--- src/logic/ckc_pkg.sv ---
// Package for the clock source control block: offsets, fields, resets and timing.
package ckc_pkg;
    localparam logic [7:0] CKC_CLOCK_CONTROL_ADDR = 8'h8e;
    localparam logic [7:0] CKC_CLOCK_DIVIDER_ADDR = 8'h95;
    localparam logic [7:0] CKC_SWITCH_ADDR        = 8'h96;
    localparam logic [7:0] CKC_SOURCE_ENABLE_ADDR = 8'h97;
    localparam logic [7:0] CKC_CLOCK_CONTROL_RST  = 8'h00;
    localparam logic [7:0] CKC_CLOCK_DIVIDER_RST  = 8'h00;
    localparam logic [7:0] CKC_SOURCE_ENABLE_RST  = 8'h30;
    localparam logic [1:0] CKC_SOURCE_SEL_RST     = 2'h0;
    localparam int         CKC_EXT_SEL_HI         = 7;
    localparam int         CKC_EXT_SEL_LO         = 6;
    localparam int         CKC_FAST_ON_BIT        = 5;
    localparam int         CKC_SLOW_ON_BIT        = 4;
    localparam int         CKC_FAULT_BIT          = 0;
    localparam int         CKC_CLK_OUT_ON_BIT     = 1;
    localparam int         CKC_PIN_ROUTE_BIT      = 7;
    localparam int         CKC_SEL_HI             = 2;
    localparam int         CKC_SEL_LO             = 1;
    localparam logic [7:0] CKC_UNLOCK_KEY_A       = 8'haa;
    localparam logic [7:0] CKC_UNLOCK_KEY_B       = 8'h55;
    localparam int         CKC_CLK_PERIOD_NS      = 50;
    localparam int         CKC_UNLOCK_WINDOW_NS   = 200;
    localparam int         CKC_UNLOCK_CYCLES      = CKC_UNLOCK_WINDOW_NS / CKC_CLK_PERIOD_NS;

    typedef enum logic [1:0]
    {
        CKC_SRC_FAST,
        CKC_SRC_EXT,
        CKC_SRC_SLOW,
        CKC_SRC_RSVD
    } ckc_src_t;

    typedef enum logic [1:0]
    {
        CKC_EXT_OFF,
        CKC_EXT_CRYSTAL,
        CKC_EXT_PIN_B,
        CKC_EXT_PIN_A
    } ckc_ext_t;
endpackage

--- src/logic/ckc_unlock.sv ---
// Timed-access unlock sequencer that opens a short write window.
`timescale 1ns/1ps
`default_nettype none
module ckc_unlock
(
    // Clock and reset.
    input  wire logic       core_clk,
    input  wire logic       rstn,
    // Key writes and the protected write.
    input  wire logic       key_wr,
    input  wire logic [7:0] key_data,
    input  wire logic       prot_wr,
    // Window state.
    output logic            window_open
);
    import ckc_pkg::*;

    typedef enum logic [1:0]
    {
        CKC_UL_IDLE,
        CKC_UL_HALF,
        CKC_UL_OPEN
    } ckc_ul_t;

    ckc_ul_t    state;
    logic [3:0] count;

    always_ff @(posedge core_clk or negedge rstn)
    begin
        if (!rstn)
        begin
            state <= CKC_UL_IDLE;
            count <= 4'h0;
        end
        else
        begin
            case (state)
                CKC_UL_IDLE:
                begin
                    if (key_wr && key_data == CKC_UNLOCK_KEY_A)
                    begin
                        state <= CKC_UL_HALF;
                        count <= 4'(CKC_UNLOCK_CYCLES);
                    end
                end
                CKC_UL_HALF:
                begin
                    if (key_wr && key_data == CKC_UNLOCK_KEY_B)
                    begin
                        state <= CKC_UL_OPEN;
                        count <= 4'(CKC_UNLOCK_CYCLES);
                    end
                    else if (key_wr || count == 4'h0)
                        state <= CKC_UL_IDLE;
                    else
                        count <= count - 4'h1;
                end
                CKC_UL_OPEN:
                begin
                    if (prot_wr || count == 4'h0)
                        state <= CKC_UL_IDLE;
                    else
                        count <= count - 4'h1;
                end
                default:
                    state <= CKC_UL_IDLE;
            endcase
        end
    end

    assign window_open = (state == CKC_UL_OPEN);
endmodule // ckc_unlock
`default_nettype wire

--- src/logic/ckc_divider.sv ---
// Glitch-free even divider that makes the system clock enable and output wave.
`timescale 1ns/1ps
`default_nettype none
module ckc_divider
#(
    parameter int WIDTH = 8
)
(
    // Clock and reset.
    input  wire logic             core_clk,
    input  wire logic             rstn,
    // Divider setting and halt.
    input  wire logic [WIDTH-1:0] div_value,
    input  wire logic             halt,
    // Divided outputs.
    output logic                  sys_tick,
    output logic                  sys_wave
);
    import ckc_pkg::*;

    logic [WIDTH-1:0] count;
    logic             half_done;

    assign half_done = (count + WIDTH'(1) >= div_value);

    always_ff @(posedge core_clk or negedge rstn)
    begin
        if (!rstn)
        begin
            count    <= '0;
            sys_wave <= 1'b0;
        end
        else if (!halt)
        begin
            if (div_value == '0)
                sys_wave <= ~sys_wave;
            else if (half_done)
            begin
                count    <= '0;
                sys_wave <= ~sys_wave;
            end
            else
                count <= count + WIDTH'(1);
        end
    end

    assign sys_tick = !halt && ((div_value == '0) || (half_done && sys_wave));
endmodule // ckc_divider
`default_nettype wire

--- src/logic/ckc_clock_ctrl.sv ---
// Clock source control: enables, switching, fault flag, divider and clock output.
//
// Contract
// External select 11/10/01 enables pin A/B/crystal.
// External select 00 releases all external pins.
// Bit 5 turns fast oscillator on.
// Self programming forces fast oscillator on.
// Leaving self programming restores fast bits.
// Bit 4 turns slow oscillator on.
// Slow disable ignored while users need it.
// Bit 0 reads switch fault flag.
// Fault held until unstable target stabilises.
// System clock is oscillator over twice divider.
// Divider changes apply anytime without stalling.
// Clock output enable drives system clock out.
// Clock output stops during power down.
// Route bit chooses clock output pin.
// Enable register writes need unlock window.
// Software avoids clock output when noise matters.
// Disabling current source is ignored entirely.
// Disabled target: field updates, clock stays, fault.
// Unstable target: wait, switch, clear fault.
// Source field: fast, external, slow.
// Divider zero passes oscillator clock through.
`timescale 1ns/1ps
`default_nettype none
module ckc_clock_ctrl
#(
    parameter int DIV_WIDTH = 8
)
(
    // Clock and reset.
    input  wire logic       core_clk,
    input  wire logic       rstn,
    // Special function register port.
    input  wire logic       sfr_wr,
    input  wire logic       sfr_rd,
    input  wire logic [7:0] sfr_addr,
    input  wire logic [7:0] sfr_wdata,
    output logic      [7:0] sfr_rdata,
    input  wire logic       ta_key_wr,
    // System context.
    input  wire logic       self_prog_on,
    input  wire logic       dog_timer_on,
    input  wire logic       wakeup_timer_slow,
    input  wire logic       brownout_detect_on,
    input  wire logic       low_voltage_reset_filter,
    input  wire logic       power_down,
    input  wire logic       pin_route_sel,
    // Oscillator stability.
    input  wire logic       fast_osc_ready,
    input  wire logic       slow_osc_ready,
    input  wire logic       ext_crystal_ready,
    input  wire logic       ext_clk_in_a_ready,
    input  wire logic       ext_clk_in_b_ready,
    // Oscillator and pin controls.
    output logic            fast_osc_en,
    output logic            slow_osc_en,
    output logic            ext_crystal_en,
    output logic            ext_clk_in_a_en,
    output logic            ext_clk_in_b_en,
    output ckc_pkg::ckc_src_t active_src,
    output logic            sys_tick,
    // Clock output pins.
    output logic            clk_out_pin_a,
    output logic            clk_out_pin_a_oe,
    output logic            clk_out_pin_b,
    output logic            clk_out_pin_b_oe
);
    import ckc_pkg::*;

    logic [1:0] ext_source_sel;
    logic       fast_osc_on;
    logic       fast_osc_saved;
    logic       slow_osc_on;
    logic       switch_fault_flag;
    logic [1:0] source_sel;
    ckc_src_t   running_src;
    logic [7:0] clock_divider_reg;
    logic [7:0] clock_control_reg;
    logic       self_prog_prev;
    logic       window_open;
    logic       en_wr;
    logic       sel_wr;
    logic       slow_locked;
    logic       next_fast;
    logic       next_slow;
    logic [1:0] next_ext;
    logic       fast_osc_stable;
    logic       sys_wave;
    logic       clk_out_on;

    // Is a given source enabled, for a given set of enable bits.
    function automatic logic src_enabled(input logic [1:0] src, input logic fast,
                                         input logic slow, input logic [1:0] ext);
        case (src)
            CKC_SRC_FAST: src_enabled = fast;
            CKC_SRC_EXT:  src_enabled = (ext != CKC_EXT_OFF);
            CKC_SRC_SLOW: src_enabled = slow;
            default:      src_enabled = 1'b0;
        endcase
    endfunction

    // Is a given source stable right now.
    function automatic logic src_stable(input logic [1:0] src);
        case (src)
            CKC_SRC_FAST: src_stable = fast_osc_stable;
            CKC_SRC_SLOW: src_stable = slow_osc_en && slow_osc_ready;
            CKC_SRC_EXT:
            begin
                case (ext_source_sel)
                    CKC_EXT_CRYSTAL: src_stable = ext_crystal_ready;
                    CKC_EXT_PIN_B:   src_stable = ext_clk_in_b_ready;
                    CKC_EXT_PIN_A:   src_stable = ext_clk_in_a_ready;
                    default:         src_stable = 1'b0;
                endcase
            end
            default:      src_stable = 1'b0;
        endcase
    endfunction

    // Unlock window gate.
    ckc_unlock u_unlock
    (
        .core_clk    (core_clk),
        .rstn        (rstn),
        .key_wr      (ta_key_wr),
        .key_data    (sfr_wdata),
        .prot_wr     (en_wr || sel_wr),
        .window_open (window_open)
    );

    assign en_wr  = sfr_wr && window_open && sfr_addr == CKC_SOURCE_ENABLE_ADDR;
    assign sel_wr = sfr_wr && window_open && sfr_addr == CKC_SWITCH_ADDR;

    // Slow oscillator lock.
    assign slow_locked = dog_timer_on || wakeup_timer_slow || brownout_detect_on || low_voltage_reset_filter;

    // Candidate enable values of a write, before protection checks.
    always_comb
    begin
        next_ext  = sfr_wdata[CKC_EXT_SEL_HI:CKC_EXT_SEL_LO];
        next_fast = sfr_wdata[CKC_FAST_ON_BIT];
        // Keep slow on.
        next_slow = sfr_wdata[CKC_SLOW_ON_BIT] || slow_locked;
    end

    // Enable register update with protection.
    always_ff @(posedge core_clk or negedge rstn)
    begin
        if (!rstn)
        begin
            ext_source_sel <= CKC_SOURCE_ENABLE_RST[CKC_EXT_SEL_HI:CKC_EXT_SEL_LO];
            fast_osc_on    <= CKC_SOURCE_ENABLE_RST[CKC_FAST_ON_BIT];
            slow_osc_on    <= CKC_SOURCE_ENABLE_RST[CKC_SLOW_ON_BIT];
        end
        else if (en_wr && src_enabled(running_src, next_fast, next_slow, next_ext))
        begin
            ext_source_sel <= next_ext;
            fast_osc_on    <= next_fast;
            slow_osc_on    <= next_slow;
        end
        // Restore saved fast bit.
        else if (self_prog_prev && !self_prog_on
                 && src_enabled(running_src, fast_osc_saved, slow_osc_en, ext_source_sel))
            fast_osc_on <= fast_osc_saved;
        else if (slow_locked)
            slow_osc_on <= 1'b1;
    end

    // Save fast bit on entry to self programming.
    always_ff @(posedge core_clk or negedge rstn)
    begin
        if (!rstn)
        begin
            self_prog_prev <= 1'b0;
            fast_osc_saved <= 1'b0;
        end
        else
        begin
            self_prog_prev <= self_prog_on;
            if (self_prog_on && !self_prog_prev)
                fast_osc_saved <= fast_osc_on;
        end
    end

    // Forced fast enable.
    assign fast_osc_en     = self_prog_on || fast_osc_on;
    assign fast_osc_stable = self_prog_on || (fast_osc_on && fast_osc_ready);
    assign slow_osc_en     = slow_osc_on || slow_locked;

    // External source enables.
    assign ext_crystal_en  = (ext_source_sel == CKC_EXT_CRYSTAL);
    assign ext_clk_in_b_en = (ext_source_sel == CKC_EXT_PIN_B);
    assign ext_clk_in_a_en = (ext_source_sel == CKC_EXT_PIN_A);

    // Source select, background switch and fault flag.
    always_ff @(posedge core_clk or negedge rstn)
    begin
        if (!rstn)
        begin
            source_sel        <= CKC_SOURCE_SEL_RST;
            running_src       <= CKC_SRC_FAST;
            switch_fault_flag <= 1'b0;
        end
        else if (sel_wr)
        begin
            source_sel <= sfr_wdata[CKC_SEL_HI:CKC_SEL_LO];
            if (sfr_wdata[CKC_SEL_HI:CKC_SEL_LO] == CKC_SRC_RSVD)
                switch_fault_flag <= 1'b1;
            else if (src_stable(sfr_wdata[CKC_SEL_HI:CKC_SEL_LO]))
            begin
                running_src       <= ckc_src_t'(sfr_wdata[CKC_SEL_HI:CKC_SEL_LO]);
                switch_fault_flag <= 1'b0;
            end
            else
                switch_fault_flag <= 1'b1;
        end
        // Complete pending switch once stable.
        else if (source_sel != running_src && source_sel != CKC_SRC_RSVD
                 && src_enabled(source_sel, fast_osc_en, slow_osc_en, ext_source_sel)
                 && src_stable(source_sel))
        begin
            running_src       <= ckc_src_t'(source_sel);
            switch_fault_flag <= 1'b0;
        end
    end

    assign active_src = running_src;

    // Divider and control registers, writable at any time.
    always_ff @(posedge core_clk or negedge rstn)
    begin
        if (!rstn)
        begin
            clock_divider_reg <= CKC_CLOCK_DIVIDER_RST;
            clock_control_reg <= CKC_CLOCK_CONTROL_RST;
        end
        else if (sfr_wr && sfr_addr == CKC_CLOCK_DIVIDER_ADDR)
            clock_divider_reg <= sfr_wdata;
        else if (sfr_wr && sfr_addr == CKC_CLOCK_CONTROL_ADDR)
            clock_control_reg <= sfr_wdata;
    end

    // Divide by twice the setting, halt in power down.
    ckc_divider #(.WIDTH(DIV_WIDTH)) u_divider
    (
        .core_clk  (core_clk),
        .rstn      (rstn),
        .div_value (clock_divider_reg[DIV_WIDTH-1:0]),
        .halt      (power_down),
        .sys_tick  (sys_tick),
        .sys_wave  (sys_wave)
    );

    // Clock output routing.
    assign clk_out_on       = clock_control_reg[CKC_CLK_OUT_ON_BIT];
    assign clk_out_pin_a    = sys_wave;
    assign clk_out_pin_b    = sys_wave;
    assign clk_out_pin_a_oe = clk_out_on && !pin_route_sel;
    assign clk_out_pin_b_oe = clk_out_on && pin_route_sel;

    // Read back, fault flag in bit 0.
    always_ff @(posedge core_clk or negedge rstn)
    begin
        if (!rstn)
            sfr_rdata <= 8'h00;
        else if (sfr_rd)
        begin
            case (sfr_addr)
                CKC_CLOCK_CONTROL_ADDR: sfr_rdata <= clock_control_reg;
                CKC_CLOCK_DIVIDER_ADDR: sfr_rdata <= clock_divider_reg;
                CKC_SOURCE_ENABLE_ADDR: sfr_rdata <= {ext_source_sel, fast_osc_en, slow_osc_en,
                                                      3'h0, switch_fault_flag};
                CKC_SWITCH_ADDR:        sfr_rdata <= {2'h0, fast_osc_stable, 5'h00};
                default:                sfr_rdata <= 8'h00;
            endcase
        end
    end
endmodule // ckc_clock_ctrl
`default_nettype wire

--- config.mk ---
export PLATFORM = sky130hd
export DESIGN_NAME = ckc_clock_ctrl
export DESIGN_NICKNAME = d
export VERILOG_FILES = /design/src/logic/ckc_pkg.sv /design/src/logic/ckc_unlock.sv /design/src/logic/ckc_divider.sv /design/src/logic/ckc_clock_ctrl.sv
export SDC_FILE = /design/constraint.sdc
export NUM_CORES = 1
export LEC_CHECK = 0
export BUFFER_PORTS_ARGS = -buffer_cell sky130_fd_sc_hd__buf_2
export CORE_UTILIZATION = 35
export DETAILED_ROUTE_END_ITERATION = 8
export GPL_TIMING_DRIVEN = 0
export PLACE_DENSITY = 0.51
export SKIP_CTS_REPAIR_TIMING = 1
export SLEW_MARGIN = 20
export SYNTH_ARGS = -nofsm -noshare
export SYNTH_HDL_FRONTEND = slang
export SYNTH_HIERARCHICAL = 1
export SYNTH_SLANG_ARGS = --single-unit
--- constraint.sdc ---
create_clock -name core_clk -period 3.2 [get_ports core_clk]
set_input_delay 0.16 -clock core_clk [delete_from_list [all_inputs] [get_ports core_clk]]
set_output_delay 0.16 -clock core_clk [all_outputs]
set_load 0.005 [all_outputs]
==> metrics.txt <==
status=finished clean; Metal-1 WL=around 3.5 mm; H-tree depth=2; min-delay worst type=primary input to register; number of global-route vias before repair=roughly 2600; layout cells sized above 1=30.2%; TNS Setup=0 ps; via count=2547; Post-Syn Area=between 3000 and 4000 µm²; Max-slew headroom=between 50 and 60%; gr usage total=around 17%; CP peak stage delay=480 ps; chip width=97.0 µm; nets=424; max cap viols=0; worst slew pin tran=approximately 650 ps; first-pass GRT wire length=12.5 mm; leak pwr=approximately 1.7 nW; Worst-Skew Late Latency=approximately 310 ps; drt first pass iters=4; crit path max fanout=6; CP Class=register to output pin; power density cells=slightly above 500 nW/µm²; DR top layer=met4; Fillers=just over 900; ant diodes=0; met3 wire length=~240 µm; mean post-synth cell area=10.1 µm²; Mapped Nets=361; register area share after synthesis=between 30% and 40%; crit path DAT=2770 ps; Max Buffers Root-to-Sink=2; Layout area overhead=17.2%; Post-synth EDFFs=0; Die Y=about 97 µm; Critical Path Slowest Stage Cell=o41ai_4; R2R depth=10; core area=slightly below 9000 µm²; Max IR drop VDD=roughly 0.21 mV; HPWL Detailed=~5.5 mm; Hold Fails Final Rpt=0; WL/cell=15.0 µm; CTS sink count=50; critical path's most frequent cell=and3_1; CP Capture Type=output pin; ranking of synthesized cells by area=dfrtp_1 (38%), mux2_2 (7.5%), ha_1 (5.9%), nand2_1 (2.7%), o21ai_0 (2.5%); #FFs+latches synth=50; gr ovfl total=0; maximum achievable frequency=about 340 MHz; vias per inst=roughly 5.3; leading area contributor after synthesis=dfrtp_1; crit share post-route=around 92%; I/O Buffers=52; Iter 0 DRT Violations=between 100 and 150; Worst setup startpoint=u_divider/count[2]; Unique masters post-synth=approximately 70; pin count of the biggest net entering global routing=a little over 50; Final Skew=6.63 ps; CTS root buffer=clkbuf_8; Post-Synthesis Cells=~310; I/O pin cnt=53; Synth top area share=a little under two fifths; Area after DPL=~3600 µm²; Final Setup Violations=0; dominant synthesized flop cell=dfrtp_1; Initial Util=36.3%; worst hold margin=about 12 ps; Final ANT Viol Nets=0; DRC Markers=0; Final GP Congestion=roughly 0.8; worst path required time=roughly 3000 ps; cell area after layout=3700 µm²; critical-path cell list=and3_1 > and3_1 > and3_1 > xor2_1 > ha_1 > nand2_1 > o41ai_4 > a21oi_1 > nor2_1 > buf_2; Clk pin slew, worst setup/hold paths=100 ps; WHS Path Cells=1; Hold Startpoint=self_prog_on; met2 wire len=around 3.4 mm; Routed WL=7.27 mm; Syn. warnings=6; post-layout min period=2930 ps; reg2reg start=u_divider/count[2]; initial antenna violation count=0; CTS tree=yes; FFs w/ async S/R, synth=100%; CP Launch Type=register; TritonCTS Buffers=5; Cell Rows=34; RSZ-0062 raised after global routing=false; Final Max Tran Viols=0; Die ar.=approximately 9400 µm²
## per-layer routing
metal  vias up  track usage (%)
li1       1277                -
met1      1216             22.8
met2        44             26.1
met3        10             2.46
met4         0             6.20
met5         -                0
## logic make-up (layout without fill, tap and decap cells)
family	count (synthesis)	count (layout)	share of synthesized area [%]
compound gates	86	86	19.9
fa+ha+maj	15	15	5.94
flops	50	50	39.7
simple gates	105	105	20.7
buf+inv	27	91	3.68
mux	23	23	8.11
xor+xnor	7	7	1.94
## critical path, delay by kind of cell, from the launching register on
kind                     cells  cell delay, ps
adder cells (fa/ha/maj)      1             290
AND/OR/NAND/NOR              5             850
AO/OA/AOI/OAI                2             600
XOR/XNOR                     1             150
buffers and inverters        1             110
flip-flops                   1             460
## placed cells by master (no fill, tap or decap), types with 3 or more instances in the layout
| cell type | instances |
|---|---|
| nor3b_1 | 3 |
| o2bb2ai_1 | 3 |
| buf_2 | 54 |
| nor2b_1 | 11 |
| clkbuf_8 | 5 |
| ha_1 | 15 |
| nand3_1 | 4 |
| o21ai_1 | 6 |
| o21ai_0 | 16 |
| nor3_1 | 3 |
| nand3b_1 | 3 |
| and2_1 | 3 |
| a21oi_1 | 13 |
| xor2_1 | 4 |
| buf_4 | 5 |
| and3_1 | 4 |
| or4_4 | 3 |
| nor2_1 | 16 |
| a22oi_1 | 7 |
| dfrtp_1 | 48 |
| a21o_1 | 5 |
| nand2_1 | 23 |
| a22o_1 | 7 |
| inv_1 | 19 |
| clkbuf_1 | 3 |
| xnor2_1 | 3 |
| mux2_2 | 21 |
| a31oi_1 | 3 |
| nand2b_1 | 10 |
## final cells by class
cell class / instances / area, µm² / share of cell area, %
multi-input combinational: 236 / 1790 / 48.4
timing repair buffer: 56 / 295 / 7.97
clock buffer: 5 / 68.8 / 1.86
tap: 108 / 135 / 3.65
clock inverter: 3 / 43.8 / 1.18
inverter: 19 / 71.3 / 1.93
sequential: 50 / 1250 / 33.8
buffer: 8 / 45.0 / 1.22
## through the flow
stage                     setup WS (ps)  instances  utilization, %  power (W)
after CTS                          71.0        481            42.1    0.00183
final                               266        485            42.5    0.00187
after floorplan                     685        313               -    0.00119
after global routing               61.3        485            42.5    0.00201
after global placement              386        473            40.8    0.00134
after detailed placement            380        473            40.8    0.00136
## cells in the mapped netlist, types with 4 or more instances
cell type	count
a21o_1	5
a21oi_1	13
a22o_1	7
a22oi_1	7
and3_1	4
dfrtp_1	48
ha_1	15
inv_1	19
mux2_2	21
nand2_1	23
nand2b_1	10
nand3_1	4
nor2_1	16
nor2b_1	11
o21ai_0	16
o21ai_1	6
xor2_1	4
## final timing paths
check | endpoint | slack (ps)
max in group asynchronous | sfr_rdata[4] | 2360
setup / recovery | sys_tick | 270
hold / removal | self_prog_prev | 10
hold reg to reg | sfr_rdata[0] | 490
setup reg to reg | u_divider/count[4] | 380
min in group asynchronous | u_divider/count[2] | 400
## power by group
part	internal, W	leakage [nW]	total [W]	switching (W)
registers	0.000692	0.666	0.000755	0.0000639
logic	0.000322	0.996	0.000650	0.000328
clock network	0.000235	0.0585	0.000467	0.000232
total	0.00125	1.72	0.00187	0.000624
(Power assumes the default switching activity.)
